`config.mk`:
```
export PLATFORM = sky130hd
export DESIGN_NAME = sfts_top
export DESIGN_NICKNAME = d
export VERILOG_FILES = /design/src/verilog/sfts_pkg.sv /design/src/verilog/sfts_top.sv /design/src/verilog/sfts_axil.sv /design/src/verilog/sfts_slot.sv
export SDC_FILE = /design/constraint.sdc
export NUM_CORES = 1
export LEC_CHECK = 0
export BUFFER_PORTS_ARGS = -buffer_cell sky130_fd_sc_hd__buf_2
export CAP_MARGIN = 20
export CORE_UTILIZATION = 30
export CTS_BUF_LIST = sky130_fd_sc_hd__clkbuf_16
export DETAILED_ROUTE_END_ITERATION = 10
export GPL_TIMING_DRIVEN = 1
export HOLD_SLACK_MARGIN = 0.15
export REMOVE_ABC_BUFFERS = 1
export SETUP_SLACK_MARGIN = 0.5
export SLEW_MARGIN = 20
export SYNTH_ARGS = -nofsm -noshare
export SYNTH_HDL_FRONTEND = slang
export SYNTH_SLANG_ARGS = --single-unit
```
`constraint.sdc`:
```
create_clock -name clk_i -period 3.85 [get_ports clk_i]
set_input_delay 0 -clock clk_i [delete_from_list [all_inputs] [get_ports clk_i]]
set_output_delay 0 -clock clk_i [all_outputs]
set_load 0.02 [all_outputs]
```
`src/verilog/sfts_pkg.sv`:
```
// Shared constants and types of the conversion slot trigger block
package sfts_pkg;
  localparam int unsigned NUM_SLOTS = 16;
  localparam int unsigned NUM_TRIG = 32;
  localparam int unsigned IDX_W = 6;
  localparam logic [5:0] IDX_FLAG = 6'h08;
  localparam logic [5:0] IDX_OVF = 6'h09;
  localparam logic [5:0] IDX_INTSEL = 6'h0A;
  localparam logic [5:0] IDX_ISTAT = 6'h0B;
  localparam logic [5:0] IDX_FORCE = 6'h0D;
  localparam logic [5:0] IDX_IMASK = 6'h0E;
  localparam logic [5:0] IDX_CTL0 = 6'h10;
  localparam logic [5:0] IDX_CTL_LAST = 6'h2E;
  localparam int unsigned TRIG_LSB = 20;
  localparam int unsigned TRIG_W = 5;
  localparam int unsigned CHAN_LSB = 15;
  localparam int unsigned CHAN_W = 4;
  localparam int unsigned ACQ_LSB = 0;
  localparam int unsigned ACQ_W = 9;
  localparam logic [4:0] TRIG_SW_ONLY = 5'h00;
  localparam logic [31:0] CTL_RESET = 32'h0000_0000;
  localparam int unsigned IRQ_W = 2;
  localparam int unsigned IRQ_OVF = 0;
  localparam int unsigned IRQ_START = 1;
  localparam logic [1:0] RESP_OKAY = 2'h0;
  localparam logic [1:0] RESP_SLVERR = 2'h2;

  typedef struct packed {
    logic [4:0] trig_sel;
    logic [3:0] chan_sel;
    logic [8:0] acq_win;
  } sfts_ctl_t;

  typedef struct packed {
    logic [3:0] slot;
    logic [3:0] chan;
    logic [8:0] acq;
  } sfts_start_t;

  typedef struct packed {
    logic [5:0] idx;
    logic [31:0] data;
    logic [3:0] strb;
  } sfts_wr_t;
endpackage

```
`src/verilog/sfts_top.sv`:
```
// Start-of-conversion force, trigger select and request flag logic
//
// Function
// - Writing one to a force bit sets that slot's request flag.
// - Writing zero to a force bit has no effect on the flag.
// - The force register always reads as zero.
// - Force and hardware clear in one cycle leave the flag set.
// - In that collision the overflow flag stays unchanged.
// - A pending flag starts a conversion only when its slot is granted.
// - Force bits cover all sixteen slots, eight to fifteen in upper bits.
// - Trigger source field sits in bits 24-20, overridden by interrupt select.
// - Source code 00h means software trigger only.
// - Codes 01h to 03h select first CPU timers 0, 1, 2.
// - Code 04h selects the external pin trigger.
// - Codes 05h to 1Ch select PWM 1-12 triggers, A then B.
// - Codes 1Dh to 1Fh select second CPU timers 0, 1, 2.
// - Slot zero control sits at byte offset 40h (word index 10h) and resets to zero.
// - Channel select field in bits 18-15 picks the converted channel.
//
// Implementation choice: the AXI4-Lite interface to the registers.
`timescale 1ns/10ps
`default_nettype none
module sfts_top #(
  parameter int unsigned NUM_SLOTS = sfts_pkg::NUM_SLOTS
) (
  input wire logic clk_i,
  input wire logic rst_n_i,
  input wire logic [7:0] s_axi_awaddr_i,
  input wire logic s_axi_awvalid_i,
  output logic s_axi_awready_o,
  input wire logic [31:0] s_axi_wdata_i,
  input wire logic [3:0] s_axi_wstrb_i,
  input wire logic s_axi_wvalid_i,
  output logic s_axi_wready_o,
  output logic [1:0] s_axi_bresp_o,
  output logic s_axi_bvalid_o,
  input wire logic s_axi_bready_i,
  input wire logic [7:0] s_axi_araddr_i,
  input wire logic s_axi_arvalid_i,
  output logic s_axi_arready_o,
  output logic [31:0] s_axi_rdata_o,
  output logic [1:0] s_axi_rresp_o,
  output logic s_axi_rvalid_o,
  input wire logic s_axi_rready_i,
  input wire logic [2:0] cpu1_timer_tick_out_i,
  input wire logic external_pin_trigger_i,
  input wire logic [11:0] pwm_trigger_a_i,
  input wire logic [11:0] pwm_trigger_b_i,
  input wire logic [2:0] cpu2_timer_tick_out_i,
  input wire logic conv_int_trig_i,
  input wire logic core_ready_i,
  output logic start_valid_o,
  output sfts_pkg::sfts_start_t start_o,
  output logic irq_o
);
  logic wr_en;
  sfts_pkg::sfts_wr_t wr;
  logic wr_ok;
  logic rd_en;
  logic [5:0] rd_idx;
  logic [31:0] rd_data;
  logic rd_ok;
  logic [31:0] trig_vec;
  logic [31:0] wmask;
  logic [31:0] wval;
  logic [NUM_SLOTS-1:0] force_vec;
  logic [NUM_SLOTS-1:0] clr_vec;
  logic [NUM_SLOTS-1:0] ovf_clr_vec;
  logic [NUM_SLOTS-1:0] hw_vec;
  logic [NUM_SLOTS-1:0] ovf_evt_vec;
  logic [NUM_SLOTS-1:0] flags_q;
  logic [NUM_SLOTS-1:0] ovf_q;
  logic [NUM_SLOTS-1:0] intsel_q;
  logic [sfts_pkg::IRQ_W-1:0] istat_q;
  logic [sfts_pkg::IRQ_W-1:0] istat_d;
  logic [sfts_pkg::IRQ_W-1:0] imask_q;
  logic [3:0] grant_slot;
  logic grant;
  logic wr_ctl;
  logic rd_ctl;
  logic [3:0] wr_slot;
  logic [3:0] rd_slot;
  logic [31:0] ctl_new;
  sfts_pkg::sfts_ctl_t ctl_q [NUM_SLOTS];

  function automatic logic [31:0] ctl_word(input sfts_pkg::sfts_ctl_t c);
    logic [31:0] w;
    w = sfts_pkg::CTL_RESET;
    w[sfts_pkg::TRIG_LSB +: sfts_pkg::TRIG_W] = c.trig_sel;
    w[sfts_pkg::CHAN_LSB +: sfts_pkg::CHAN_W] = c.chan_sel;
    w[sfts_pkg::ACQ_LSB +: sfts_pkg::ACQ_W] = c.acq_win;
    return w;
  endfunction

  function automatic logic [3:0] slot_of(input logic [5:0] idx);
    logic [5:0] d;
    d = idx - sfts_pkg::IDX_CTL0;
    return d[4:1];
  endfunction

  function automatic logic is_ctl(input logic [5:0] idx);
    return (idx >= sfts_pkg::IDX_CTL0) && (idx <= sfts_pkg::IDX_CTL_LAST) && !idx[0];
  endfunction

  sfts_axil u_axil (
    .clk_i(clk_i),
    .rst_n_i(rst_n_i),
    .awaddr_i(s_axi_awaddr_i),
    .awvalid_i(s_axi_awvalid_i),
    .awready_o(s_axi_awready_o),
    .wdata_i(s_axi_wdata_i),
    .wstrb_i(s_axi_wstrb_i),
    .wvalid_i(s_axi_wvalid_i),
    .wready_o(s_axi_wready_o),
    .bresp_o(s_axi_bresp_o),
    .bvalid_o(s_axi_bvalid_o),
    .bready_i(s_axi_bready_i),
    .araddr_i(s_axi_araddr_i),
    .arvalid_i(s_axi_arvalid_i),
    .arready_o(s_axi_arready_o),
    .rdata_o(s_axi_rdata_o),
    .rresp_o(s_axi_rresp_o),
    .rvalid_o(s_axi_rvalid_o),
    .rready_i(s_axi_rready_i),
    .wr_en_o(wr_en),
    .wr_o(wr),
    .wr_ok_i(wr_ok),
    .rd_en_o(rd_en),
    .rd_idx_o(rd_idx),
    .rd_data_i(rd_data),
    .rd_ok_i(rd_ok)
  );

  // Trigger bus indexed by the source code
  always_comb begin
    trig_vec = '0;
    trig_vec[3:1] = cpu1_timer_tick_out_i;
    trig_vec[4] = external_pin_trigger_i;
    for (int m = 0; m < 12; m++) begin
      trig_vec[5 + 2 * m] = pwm_trigger_a_i[m];
      trig_vec[6 + 2 * m] = pwm_trigger_b_i[m];
    end
    trig_vec[31:29] = cpu2_timer_tick_out_i;
  end

  // Byte lane mask of the current write
  always_comb begin
    for (int b = 0; b < 4; b++) begin
      wmask[8 * b +: 8] = {8{wr.strb[b]}};
    end
  end

  assign wval = wr.data & wmask;
  assign wr_ctl = is_ctl(wr.idx);
  assign rd_ctl = is_ctl(rd_idx);
  assign wr_slot = slot_of(wr.idx);
  assign rd_slot = slot_of(rd_idx);
  // Control word after merging the written byte lanes
  assign ctl_new = (ctl_word(ctl_q[wr_slot]) & ~wmask) | wval;
  // Only ones are acted on, zeros do nothing
  assign force_vec = (wr_en && wr.idx == sfts_pkg::IDX_FORCE) ?
                     wval[NUM_SLOTS-1:0] : '0;
  assign ovf_clr_vec = (wr_en && wr.idx == sfts_pkg::IDX_OVF) ? wval[NUM_SLOTS-1:0] : '0;

  always_comb begin
    unique case (wr.idx)
      sfts_pkg::IDX_FLAG, sfts_pkg::IDX_OVF, sfts_pkg::IDX_INTSEL,
      sfts_pkg::IDX_ISTAT, sfts_pkg::IDX_FORCE, sfts_pkg::IDX_IMASK: wr_ok = 1'b1;
      default: wr_ok = wr_ctl;
    endcase
  end

  // Lowest pending slot wins the grant
  always_comb begin
    grant_slot = '0;
    for (int s = NUM_SLOTS - 1; s >= 0; s--) begin
      if (flags_q[s]) begin
        grant_slot = 4'(s);
      end
    end
  end

  assign grant = core_ready_i && (flags_q != '0);
  assign clr_vec = grant ? (NUM_SLOTS'(1) << grant_slot) : '0;

  for (genvar g = 0; g < NUM_SLOTS; g++) begin : g_slot
    sfts_slot u_slot (
      .clk_i(clk_i),
      .rst_n_i(rst_n_i),
      .trig_i(trig_vec),
      .trig_sel_i(ctl_q[g].trig_sel),
      .int_sel_i(intsel_q[g]),
      .int_trig_i(conv_int_trig_i),
      .force_i(force_vec[g]),
      .clear_i(clr_vec[g]),
      .ovf_clr_i(ovf_clr_vec[g]),
      .hw_o(hw_vec[g]),
      .ovf_evt_o(ovf_evt_vec[g]),
      .flag_o(flags_q[g]),
      .ovf_o(ovf_q[g])
    );
  end

  // Slot control registers
  always_ff @(posedge clk_i) begin
    if (!rst_n_i) begin
      for (int s = 0; s < NUM_SLOTS; s++) begin
        ctl_q[s] <= '0;
      end
    end else if (wr_en && wr_ctl) begin
      ctl_q[wr_slot].trig_sel <= ctl_new[sfts_pkg::TRIG_LSB +: sfts_pkg::TRIG_W];
      ctl_q[wr_slot].chan_sel <= ctl_new[sfts_pkg::CHAN_LSB +: sfts_pkg::CHAN_W];
      ctl_q[wr_slot].acq_win <= ctl_new[sfts_pkg::ACQ_LSB +: sfts_pkg::ACQ_W];
    end
  end

  always_ff @(posedge clk_i) begin
    if (!rst_n_i) begin
      intsel_q <= '0;
      imask_q <= '0;
    end else if (wr_en) begin
      if (wr.idx == sfts_pkg::IDX_INTSEL) begin
        intsel_q <= (intsel_q & ~wmask[NUM_SLOTS-1:0]) | wval[NUM_SLOTS-1:0];
      end
      if (wr.idx == sfts_pkg::IDX_IMASK) begin
        imask_q <= (imask_q & ~wmask[sfts_pkg::IRQ_W-1:0]) | wval[sfts_pkg::IRQ_W-1:0];
      end
    end
  end

  // Sticky status, cleared by reading it; a new event wins over the clear
  always_comb begin
    istat_d = istat_q;
    if (rd_en && rd_idx == sfts_pkg::IDX_ISTAT) begin
      istat_d = '0;
    end
    if (ovf_evt_vec != '0) begin
      istat_d[sfts_pkg::IRQ_OVF] = 1'b1;
    end
    if (grant) begin
      istat_d[sfts_pkg::IRQ_START] = 1'b1;
    end
  end

  always_ff @(posedge clk_i) begin
    if (!rst_n_i) begin
      istat_q <= '0;
      irq_o <= 1'b0;
    end else begin
      istat_q <= istat_d;
      irq_o <= (istat_d & imask_q) != '0;
    end
  end

  // Conversion start toward the core
  always_ff @(posedge clk_i) begin
    if (!rst_n_i) begin
      start_valid_o <= 1'b0;
      start_o <= '0;
    end else begin
      start_valid_o <= grant;
      if (grant) begin
        start_o.slot <= grant_slot;
        start_o.chan <= ctl_q[grant_slot].chan_sel;
        start_o.acq <= ctl_q[grant_slot].acq_win;
      end
    end
  end

  // Read data mux
  always_comb begin
    rd_data = '0;
    rd_ok = 1'b1;
    unique case (rd_idx)
      sfts_pkg::IDX_FLAG: rd_data[NUM_SLOTS-1:0] = flags_q;
      sfts_pkg::IDX_OVF: rd_data[NUM_SLOTS-1:0] = ovf_q;
      sfts_pkg::IDX_INTSEL: rd_data[NUM_SLOTS-1:0] = intsel_q;
      sfts_pkg::IDX_ISTAT: rd_data[sfts_pkg::IRQ_W-1:0] = istat_q;
      sfts_pkg::IDX_IMASK: rd_data[sfts_pkg::IRQ_W-1:0] = imask_q;
      sfts_pkg::IDX_FORCE: rd_data = '0;
      default: begin
        if (rd_ctl) begin
          rd_data = ctl_word(ctl_q[rd_slot]);
        end else begin
          rd_ok = 1'b0;
        end
      end
    endcase
  end

  property p_force_sets;
    @(posedge clk_i) disable iff (!rst_n_i)
    force_vec != '0 |=> (flags_q & $past(force_vec)) == $past(force_vec);
  endproperty
  a_force_sets: assert property (p_force_sets)
    else $error("forced flag not set");

  property p_zero_ignored;
    @(posedge clk_i) disable iff (!rst_n_i)
    force_vec == '0 |=> flags_q == (($past(flags_q) & ~$past(clr_vec)) | $past(hw_vec));
  endproperty
  a_zero_ignored: assert property (p_zero_ignored)
    else $error("flag changed without cause");

  property p_force_reads_zero;
    @(posedge clk_i) disable iff (!rst_n_i)
    rd_en && rd_idx == sfts_pkg::IDX_FORCE |=> s_axi_rvalid_o && s_axi_rdata_o == '0;
  endproperty
  a_force_reads_zero: assert property (p_force_reads_zero)
    else $error("force register read not zero");

  property p_collision_set;
    @(posedge clk_i) disable iff (!rst_n_i)
    (force_vec & clr_vec) != '0 |=> (flags_q & $past(clr_vec)) == $past(clr_vec);
  endproperty
  a_collision_set: assert property (p_collision_set)
    else $error("clear won over force");

  property p_collision_ovf;
    @(posedge clk_i) disable iff (!rst_n_i)
    (force_vec & clr_vec) != '0 && ovf_clr_vec == '0 |=>
      ((ovf_q ^ $past(ovf_q)) & $past(clr_vec)) == '0;
  endproperty
  a_collision_ovf: assert property (p_collision_ovf)
    else $error("overflow changed on collision");

  property p_grant;
    @(posedge clk_i) disable iff (!rst_n_i)
    clr_vec != '0 |-> core_ready_i && (clr_vec & flags_q) == clr_vec ##1 start_valid_o;
  endproperty
  a_grant: assert property (p_grant)
    else $error("start without pending granted slot");

  property p_trig_slot0;
    @(posedge clk_i) disable iff (!rst_n_i)
    !intsel_q[0] && ctl_q[0].trig_sel != sfts_pkg::TRIG_SW_ONLY &&
      trig_vec[ctl_q[0].trig_sel] |=> flags_q[0];
  endproperty
  a_trig_slot0: assert property (p_trig_slot0)
    else $error("selected trigger did not set flag");

  property p_sw_only;
    @(posedge clk_i) disable iff (!rst_n_i)
    !flags_q[0] && !intsel_q[0] && ctl_q[0].trig_sel == sfts_pkg::TRIG_SW_ONLY &&
      !force_vec[0] |=> !flags_q[0];
  endproperty
  a_sw_only: assert property (p_sw_only)
    else $error("software-only slot set by hardware");

  property p_ctl_reset;
    @(posedge clk_i)
    !rst_n_i |=> ctl_word(ctl_q[0]) == sfts_pkg::CTL_RESET;
  endproperty
  a_ctl_reset: assert property (p_ctl_reset)
    else $error("slot zero control not cleared by reset");

  property p_pending;
    @(posedge clk_i) disable iff (!rst_n_i)
    flags_q[0] && !clr_vec[0] |=> flags_q[0];
  endproperty
  a_pending: assert property (p_pending)
    else $error("pending flag dropped without grant");
endmodule
`default_nettype wire

```
`src/verilog/sfts_axil.sv`:
```
// AXI4-Lite slave front end producing register write and read strobes
`timescale 1ns/10ps
`default_nettype none
module sfts_axil (
  input wire logic clk_i,
  input wire logic rst_n_i,
  input wire logic [7:0] awaddr_i,
  input wire logic awvalid_i,
  output logic awready_o,
  input wire logic [31:0] wdata_i,
  input wire logic [3:0] wstrb_i,
  input wire logic wvalid_i,
  output logic wready_o,
  output logic [1:0] bresp_o,
  output logic bvalid_o,
  input wire logic bready_i,
  input wire logic [7:0] araddr_i,
  input wire logic arvalid_i,
  output logic arready_o,
  output logic [31:0] rdata_o,
  output logic [1:0] rresp_o,
  output logic rvalid_o,
  input wire logic rready_i,
  output logic wr_en_o,
  output sfts_pkg::sfts_wr_t wr_o,
  input wire logic wr_ok_i,
  output logic rd_en_o,
  output logic [5:0] rd_idx_o,
  input wire logic [31:0] rd_data_i,
  input wire logic rd_ok_i
);
  logic aw_held_q;
  logic w_held_q;
  logic rd_pend_q;

  assign wr_en_o = aw_held_q && w_held_q && !bvalid_o;
  assign rd_en_o = rd_pend_q;

  // Write address and data are taken in either order
  always_ff @(posedge clk_i) begin
    if (!rst_n_i) begin
      aw_held_q <= 1'b0;
      w_held_q <= 1'b0;
      awready_o <= 1'b1;
      wready_o <= 1'b1;
      bvalid_o <= 1'b0;
      bresp_o <= sfts_pkg::RESP_OKAY;
      wr_o <= '0;
    end else begin
      if (awvalid_i && awready_o) begin
        aw_held_q <= 1'b1;
        awready_o <= 1'b0;
        wr_o.idx <= awaddr_i[7:2];
      end
      if (wvalid_i && wready_o) begin
        w_held_q <= 1'b1;
        wready_o <= 1'b0;
        wr_o.data <= wdata_i;
        wr_o.strb <= wstrb_i;
      end
      if (wr_en_o) begin
        aw_held_q <= 1'b0;
        w_held_q <= 1'b0;
        awready_o <= 1'b1;
        wready_o <= 1'b1;
        bvalid_o <= 1'b1;
        bresp_o <= wr_ok_i ? sfts_pkg::RESP_OKAY : sfts_pkg::RESP_SLVERR;
      end else if (bvalid_o && bready_i) begin
        bvalid_o <= 1'b0;
      end
    end
  end

  // Reads take one cycle to decode, then hold the answer
  always_ff @(posedge clk_i) begin
    if (!rst_n_i) begin
      arready_o <= 1'b1;
      rd_pend_q <= 1'b0;
      rd_idx_o <= '0;
      rvalid_o <= 1'b0;
      rdata_o <= '0;
      rresp_o <= sfts_pkg::RESP_OKAY;
    end else begin
      if (arvalid_i && arready_o) begin
        arready_o <= 1'b0;
        rd_pend_q <= 1'b1;
        rd_idx_o <= araddr_i[7:2];
      end
      if (rd_pend_q) begin
        rd_pend_q <= 1'b0;
        rvalid_o <= 1'b1;
        rdata_o <= rd_data_i;
        rresp_o <= rd_ok_i ? sfts_pkg::RESP_OKAY : sfts_pkg::RESP_SLVERR;
      end else if (rvalid_o && rready_i) begin
        rvalid_o <= 1'b0;
        arready_o <= 1'b1;
      end
    end
  end
endmodule
`default_nettype wire

```
`src/verilog/sfts_slot.sv`:
```
// One conversion slot: trigger selection, request flag and overflow flag
`timescale 1ns/10ps
`default_nettype none
module sfts_slot (
  input wire logic clk_i,
  input wire logic rst_n_i,
  input wire logic [31:0] trig_i,
  input wire logic [4:0] trig_sel_i,
  input wire logic int_sel_i,
  input wire logic int_trig_i,
  input wire logic force_i,
  input wire logic clear_i,
  input wire logic ovf_clr_i,
  output logic hw_o,
  output logic ovf_evt_o,
  output logic flag_o,
  output logic ovf_o
);
  // Interrupt select overrides the source field; code zero has no source
  assign hw_o = int_sel_i ? int_trig_i : ((trig_sel_i != sfts_pkg::TRIG_SW_ONLY)
                && trig_i[trig_sel_i]);
  // A hardware trigger on a flag still pending is lost
  assign ovf_evt_o = hw_o && flag_o && !clear_i;

  always_ff @(posedge clk_i) begin
    if (!rst_n_i) begin
      flag_o <= 1'b0;
    end else begin
      flag_o <= force_i || hw_o || (flag_o && !clear_i);
    end
  end

  always_ff @(posedge clk_i) begin
    if (!rst_n_i) begin
      ovf_o <= 1'b0;
    end else begin
      ovf_o <= ovf_evt_o || (ovf_o && !ovf_clr_i);
    end
  end
endmodule
`default_nettype wire

```
# --- Word level (Yosys, flattened, before mapping) ---
# Memories as Yosys holds them, arrays and structs flattened. A register that Yosys moved wholly into a read port is not among the register bits.
# Cells that the tools add are included.
totals:
  register_bits: 143
  mem_bits_rw: 288
  memories: 1
mem_list:
  columns: ["name", "words", "word_bits", "rd", "rd_clocked_by_memory_dff", "write_ports", "line_no", "source"]
  rows:
  - ["ctl_q", 16, 18, 19, 1, 16, "sfts_top.sv:84", "sfts_pkg::sfts_ctl_t ctl_q [NUM_SLOTS];"]
classes:
  add_sub_neg: 2
  magnitude_cmp: 20
  n_eq_ne: 12
  shifts: 1
  mux: 94
  bitwise_logic: 12
  n_reduce_logical: 209
op_table:
  columns: ["op", "count"]
  rows:
  - ["$logic_and 1x1->1", 96]
  - ["$lt 5x6->1 const B", 16]
  - ["$bmux 1 s5", 16]
  - ["$reduce_bool 5->1", 16]
  - ["$eq 6x4->1 const B", 12]
  - ["$mux 4", 17]
  - ["$mux 16", 4]
  - ["$pmux 14 s4", 1]
  - ["$and 25x25->25", 2]
  - ["$mux 1", 50]
  - ["$logic_or 1x1->1", 48]
  - ["$logic_not 1->1", 36]
  - ["$reduce_bool 16->1", 2]
  - ["$mux 25", 1]
  - ["$not 25->25", 1]
  - ["$or 25x25->25", 1]
  - ["$mux 18", 1]
  - ["$reduce_or 18->1", 1]
  - ["$and 16x16->16", 1]
  - ["$not 16->16", 1]
  - ["$or 16x16->16", 1]
  - ["$shl 1x4->16 const A", 1]
  - ["$ge 6x5->1 const B", 2]
  - ["$le 6x6->1 const B", 2]
  - ["other kinds (12)", 21]

# --- Logic depth before layout (Yosys ltp) ---
# Gate-level depths: netlist (run 1).
depth:
  ltp_word: 24
  depth_mapped: 11
  mapped_depth_nobuf: 8

# --- By module ---
# A second synthesis (run 1) with hierarchy kept.
unflattened:
  cells_unflattened: 2759
  area_unflattened_um2: 30185.2
by_module_without_submodules:
  columns: ["module", "instances", "cells_per_inst", "area_each_um2", "seq_area_each_um2"]
  rows:
  - ["sfts_top", 1, 1542, 19447.4, 9429.0]
  - ["sfts_slot (g_slot[1].u_slot ...)", 9, 54, 455.4, 40.0]
  - ["sfts_axil", 1, 353, 3538.4, 1801.7]
  - ["sfts_slot (g_slot[0].u_slot ...)", 7, 54, 442.9, 40.0]

# --- Worst setup path after synthesis (run 1) ---
# No wires, ideal clock.
synth_path:
  path_type: "reg2reg"
  from: "register u_axil.wr_o[37] (netlist name)"
  to: "memory ctl_q[0][9] (netlist name) (data pin)"
  setup_ns: 0.266
  arrival_time_ns: 2.489
  slack_ns: 1.095
  stages_incl_launch_ff: 9
  path_buffers: 4
  period_less_slack_ns: 2.755
  cell_sequence: "dfxtp_1 -> buf_2 -> clkbuf_1 -> clkbuf_1 -> mux4_2 -> mux4_2 -> a21boi_1 -> buf_2 -> nor2_1"
synth_rtl:
  columns: ["element", "line_no", "source"]
  rows:
  - ["from (decl)", "sfts_axil.sv:25", "output sfts_pkg::sfts_wr_t wr_o,"]
  - ["to (decl)", "sfts_top.sv:84", null]

==> impl_metrics.csv, run 1 <==
group,metric,value,unit
power,internal_power,9119,µW
layout,drive_above_1_share,0.2532,
route,totalWireLength,107.1,mm
layout,final_cells,3728,
cts,path_clk_slew,0.07,ns
synthesis,synthArstFlopShare,0,
layout,fin_area,0.03183,mm²
timing,hold_viol,0,
grt,gr-usage-all-layers,0.2309,
power,pwr-share-seq,0.415,
critical_path,critPathMaxStageDelay,0.62,ns
synthesis,synth-seq-cells,433,
critical_path,worstPathCellList,"mux4_2 -> o22ai_1 -> nor2_1 -> o41a_1 -> nor2b_1 -> a2111oi_1 -> o2111a_2 -> a21oi_2",
min_path,hold_class,"input port to flop",
cts,cts_root_buf,"clkbuf_16",
synthesis,syn_inst,2382,
placement,dp_cells,3545,
power,p_clk_frac,0.379,
layout,diodes,0,
grt,grt_pass1_vias,21790,
critical_path,end_kind,"flop",
power,power,13150,µW
timing,rsz0062_at_grt,"false",
synthesis,synth.area.top_cells,"edfxtp_1 32%, mux4_2 22%, dfxtp_1 11%",
placement,gp_congestion,0.9442,
floorplanning,io_pins,152,
synthesis,avgSynthCellArea,11.36,µm²
power,p_sw,4029,µW
synthesis,synth_edf_count,288,
floorplanning,start_util,0.3043,
power,switching_share,0.3065,
floorplanning,fp.coreArea,0.08892,mm²
grt,grt_max_degree,89,
cts,clock_sinks,433,
grt,grt_pass1_wl,152.9,mm
critical_path,start_kind,"flop",
floorplanning,die_w,302.3,µm
run,maxCapViolations,0,
floorplanning,die_h,302.3,µm
synthesis,synth_cell_types,85,
timing,worstMarginPinSlew,1.194,ns
floorplanning,die_area,0.09140,mm²
grt,gr-total-overflow,0,
synthesis,yosysWarnings,0,
route,wl_per_cell,28.72,µm
timing,period_needed,3.161,ns
route,firstDrtPassIters,5,
grt,antenna_found_initial,3,
synthesis,ys_top_cells_by_count,"352 x nor2_1, 288 x edfxtp_1, 267 x mux4_2",
timing,hold_slack,0.1843,ns
synthesis,yosysSeqAreaShare,0.4269,
timing,min_period_over_period,0.8212,
timing,finalMaxSlewViolations,0,
timing,fmax,0.3163,GHz
placement,dp_hpwl,68.57,mm
route,via_per_inst,6.123,
route,vias,22830,
timing,skew,0.03276,ns
critical_path,worst-path-buf-inv,0,
synthesis,yosysTopAreaCell,"edfxtp_1",
power,combPwrFrac,0.207,
critical_path,crit_path_top_delay_cell,"edfxtp_1",
synthesis,yosysTopAreaCellShare,0.3196,
cts,cts_buffers,50,
synthesis,synth_most_common_cell,"nor2_1",
cts,insertion_delay,0.63,ns
layout,nets,2613,
critical_path,worstPathMaxFanout,11,
critical_path,path_delay_family,"compound AO/OA/AOI/OAI gates",
cts,tritoncts,"done",
power,p_per_area,413.0,mW/mm²
synthesis,ys.flop_type,"edfxtp_1",
critical_path,required,4.30,ns
cts,htreeDepth,2,
route,drc,0,
power,ir_drop,0.0003210,V
placement,port_buffers,129,
outcome,status,"finished clean",
synthesis,netlist_area,0.02706,mm²
floorplanning,row_count,109,
critical_path,worstPathArrival,3.61,ns
layout,area_growth,17.64,%
route,drtIter0Drc,3127,
timing,setup_viol,0,
timing,relSlewSlack,0.2034,
power,cellLeakagePower,0.01080,µW
critical_path,path_class,"flop to flop",
placement,placed_cell_area,0.02921,mm²
cts,cts_buffer_depth,3,
route,antenna_left,0,
[state kept, by name (all words and copies together) (netlist names), 2 cells and up, named ones only]
register,cells
ctl_q,288
istat_q,2
g_slot.u_slot.ovf_o,16
u_axil.rd_idx_o,6
u_axil.rdata_o,24
g_slot.u_slot.flag_o,16
start_o,17
u_axil.wr_o,34
[worst register-to-register path, cell delays in order, from the launching register on]
cell       delay (ns)
edfxtp_1         0.62
mux4_2           0.56
o22ai_1          0.16
nor2_1           0.07
o41a_1           0.49
nor2b_1          0.17
a2111oi_1        0.54
o2111a_2         0.34
a21oi_2          0.06
[path summary, 6_finish.rpt]
| kind | from | end | slack, ns | cells past startpoint |
|---|---|---|---|---|
| min reg2reg | u_axil.rdata_o[11] | u_axil.rdata_o[11] | 0.45 | 2 |
| max | ctl_q[1][13] | istat_q[0] | 0.69 | 8 |
| max reg2reg | ctl_q[1][13] | istat_q[0] | 0.69 | 8 |
| min | s_axi_wdata_i[15] | u_axil.wr_o[19] | 0.18 | 4 |
[routing by layer]
metal,wire [µm],global-route usage,vias to the layer above,part of all wire
met5,27,0,-,0.00025
met4,6401,0.1251,4,0.060
met3,12700,0.05760,378,0.12
met2,48260,0.3584,1623,0.45
met1,39680,0.2956,11410,0.37
li1,-,-,9408,-
[power by group through the flow]
stage                     sequential (µW)  combinational (µW)  clock (µW)
after floorplan                      5520                1430           0
after global placement               5540                2550           0
after detailed placement             5550                2570           0
after CTS                            5450                2650        5040
after global routing                 5480                2830        5200
final                                5450                2720        4980
[cell families (layout without fill, tap and decap cells)]
logic type,count (synthesis),after routing,share of synthesized area
AOI/OAI and AO/OA,452,452,0.1088
xor gates and xnor gates,1,1,0.0003237
buffers and inverters,284,456,0.04508
DFF,433,433,0.4269
muxes,417,417,0.2914
other,1,10,0.0001386
and+or+nand+nor,794,794,0.1273
[what timing repair did]
item,in CTS,in global routing
endpoints found under the setup margin,0,2
setup buffers,0,1
hold buffers,88,0
gates resized for setup,0,1
endpoints found under the hold margin,79,0
[area by class of cell]
| cell class | instances | area, µm² |
|---|---|---|
| clock buffer | 52 | 1301 |
| clock inverter | 42 | 421.7 |
| fill | 8702 | 57090 |
| inverter | 34 | 130.1 |
| multi-input combinational | 1674 | 14360 |
| sequential | 433 | 11570 |
| tap | 1165 | 1458 |
| timing repair buffer | 328 | 2597 |
[through the flow]
stage | worst slack [ns] | util | setup TNS [ns]
after floorplan | -1.335 | - | -640.03
after global placement | 0.6636 | 0.3285 | 0
after detailed placement | 0.6820 | 0.3285 | 0
after CTS | 0.6523 | 0.3578 | 0
after global routing | 0.5649 | 0.3580 | 0
final | 0.6885 | 0.3580 | 0
[cell usage in the layout, fill, tap and decap left out, types with 10 or more instances in the layout]
| master | n |
|---|---|
| mux4_1 | 21 |
| inv_1 | 39 |
| o21ai_0 | 110 |
| a31oi_1 | 11 |
| dfxtp_1 | 139 |
| mux2i_1 | 105 |
| a221oi_1 | 60 |
| buf_4 | 92 |
| conb_1 | 10 |
| mux4_2 | 267 |
| nand2_1 | 261 |
| buf_2 | 129 |
| clkinv_2 | 10 |
| dlygate4sd3_1 | 88 |
| clkbuf_16 | 52 |
| a21oi_1 | 142 |
| edfxtp_1 | 288 |
| a22oi_1 | 17 |
| nor3b_1 | 18 |
| nand4_1 | 12 |
| o21a_1 | 19 |
| buf_12 | 19 |
| nor2b_1 | 31 |
| mux2_2 | 24 |
| nand2b_1 | 13 |
| nor2_1 | 350 |
| nand3_1 | 54 |
(Power assumes the default switching activity.)
==> run 2: changes to the inputs <==
Clock period 3.85 ns to 2.7 ns, I/O delays scaled along.
==> impl_metrics.csv, run 2 (synthesis gave the netlist of run 1 again) <==
group,metric,value,unit
outcome,status,"finished, violations left",
outcome,violations,"negative setup slack",
min_path,hold-path-cell-count,4,
critical_path,end_kind,"flop",
route,vias,25320,
route,antenna_left,0,
route,top_layer,"met5",
grt,gr-total-overflow,0,
critical_path,worstPathMaxFanout,5,
power,cellLeakagePower,0.01324,µW
timing,rsz0062_at_grt,"true",
route,wl_met1,43.15,mm
route,met3WireLength,17.66,mm
critical_path,r2r_slack,-0.16,ns
cts,cts_root_buf,"clkbuf_16",
route,via_per_inst,6.238,
cts,insertion_delay,0.64,ns
layout,largest_reg_flops,288,
placement,dp_hpwl,75.27,mm
layout,mostFrequentLayoutCells,"288 x edfxtp_1, 274 x mux4_2, 261 x nand2_1",
critical_path,path_class,"flop to flop",
critical_path,reg2regPathDepth,10,
grt,gr-usage-all-layers,0.2629,
timing,finalMaxSlewViolations,0,
timing,min_period_over_period,1.061,
timing,worstMarginPinSlew,0.9815,ns
route,totalWireLength,123.8,mm
route,drtIter0Drc,3673,
min_path,hold_end,"u_axil.wr_o[2]",
layout,area_growth,41.18,%
floorplanning,io_pins,152,
layout,top_register,"ctl_q",
critical_path,start_kind,"flop",
layout,fin_area,0.03820,mm²
run,maxCapViolations,0,
route,met2_length,53.81,mm
min_path,hold_class,"input port to flop",
cts,cts_buffer_depth,3,
timing,relSlewSlack,0.3457,
floorplanning,die_area,0.09140,mm²
grt,grt_pass1_wl,172.2,mm
power,ir_drop,0.0004629,V
timing,hold_viol,0,
cts,htreeDepth,2,
timing,setup_viol,211,
route,drc,0,
layout,finalCoreUtilization,0.4296,
layout,nets,2946,
power,p_per_area,545.9,mW/mm²
timing,period_needed,2.865,ns
route,firstDrtPassIters,9,
placement,port_buffers,129,
grt,grt_pass1_vias,24090,
floorplanning,die_h,302.3,µm
timing,fmax,0.3491,GHz
cts,path_clk_slew,0.06,ns
floorplanning,row_count,109,
critical_path,r2r-start,"ctl_q[1][13]",
layout,layout_commonest_cell,"edfxtp_1",
cts,tritoncts,"done",
floorplanning,die_w,302.3,µm
layout,drive_above_1_share,0.4641,
placement,gp_congestion,0.9876,
floorplanning,fp.coreArea,0.08892,mm²
critical_path,r2r-end,"istat_q[0]",
placement,placed_cell_area,0.03088,mm²
critical_path,worstPathArrival,3.35,ns
timing,skew,0.04538,ns
layout,largestRegisters,"ctl_q (288), u_axil.wr_o (34), u_axil.rdata_o (24)",
grt,grt_max_degree,80,
timing,fin_ws,-0.1645,ns
critical_path,required,3.18,ns
cts,cts_buffers,49,
min_path,min_from,"s_axi_wstrb_i[2]",
route,wl_per_cell,30.50,µm
grt,antenna_found_initial,3,
cts,clock_sinks,433,
floorplanning,start_util,0.3043,
layout,diodes,0,
-- run 2: cell types whose count changed in the layout (fill, tap and decap cells not counted), sizes merged --
| cell | before | now |
|---|---|---|
| buf | 240 | 589 |
| clkbuf | 52 | 51 |
| clkinv | 18 | 13 |
| inv | 44 | 53 |
| clkinvlp | 8 | 1 |
| dlymetal6s4s | 0 | 1 |
| dlygate4sd3 | 88 | 72 |
| bufinv | 6 | 7 |
-- run 2: routing by layer --
| metal | global-route usage | vias up |
|---|---|---|
| li1 | - | 10110 |
| met1 | 0.3309 | 12460 |
| met2 | 0.3958 | 2179 |
| met3 | 0.08497 | 567 |
| met4 | 0.1514 | 4 |
| met5 | 0 | - |
-- run 2: how the worst max path moves through the flow --
stage,endpoint,slack [ns],depth (start not counted),from
floorplan,ctl_q[0][13],-2.49,4,u_axil.wr_o[38]
global placement,istat_q[0],-0.30,10,ctl_q[1][13]
detailed placement,istat_q[0],-0.27,10,ctl_q[1][13]
CTS,istat_q[0],0.002,9,ctl_q[11][13]
global route,istat_q[0],-0.25,10,ctl_q[1][13]
finish,istat_q[0],-0.16,10,ctl_q[1][13]
-- run 2: critical path, cell delays in order, from the launching register on --
cell and delay [ns]:
edfxtp_1 0.46, buf_6 0.13, mux4_2 0.49, o22ai_2 0.17
nor2_2 0.07, o41a_1 0.48, nor2b_4 0.17, a2111oi_4 0.33
buf_4 0.17, o2111a_2 0.22, a21oi_2 0.06
-- run 2: power breakdown --
part	internal [µW]	total [µW]	switching, µW	leakage [µW]
clock network	4090	7040	2950	0.000875
registers	7340	7680	345	0.00417
logic	2750	6130	3370	0.00819
total	14200	20900	6670	0.0132
-- run 2: through the flow --
stage	worst slack, ns	hold slack (ns)	instances	TNS [ns]	power (µW)
final	-0.1645	0.1494	4059	-7.453	20850
after global routing	-0.2462	0.1692	4059	-18.64	21250
after CTS	0.002276	0.1579	4026	0	20040
after detailed placement	-0.2690	0.2182	3736	-0.4924	11960
after global placement	-0.2999	0.2108	3736	-0.5557	11930
after floorplan	-2.485	0.07862	2141	-1406.39	9915
-- run 2: repair_timing --
item	CTS	global route
buffers inserted	95	29
pin swaps	62	47
gates resized for setup	309	480
endpoints found under the hold margin	72	0
setup endpoints to repair	489	547
gates cloned	30	4
hold buffers	74	0
-- run 2: cell type report --
class | count | area [µm²]
Clock buffer | 51 | 1276
Fill cell | 8024 | 50720
Clock inverter | 40 | 387.9
Inverter | 34 | 130.1
Tap cell | 1165 | 1458
Sequential cell | 433 | 11570
Timing Repair Buffer | 662 | 6770
Multi-Input combinational cell | 1674 | 16610
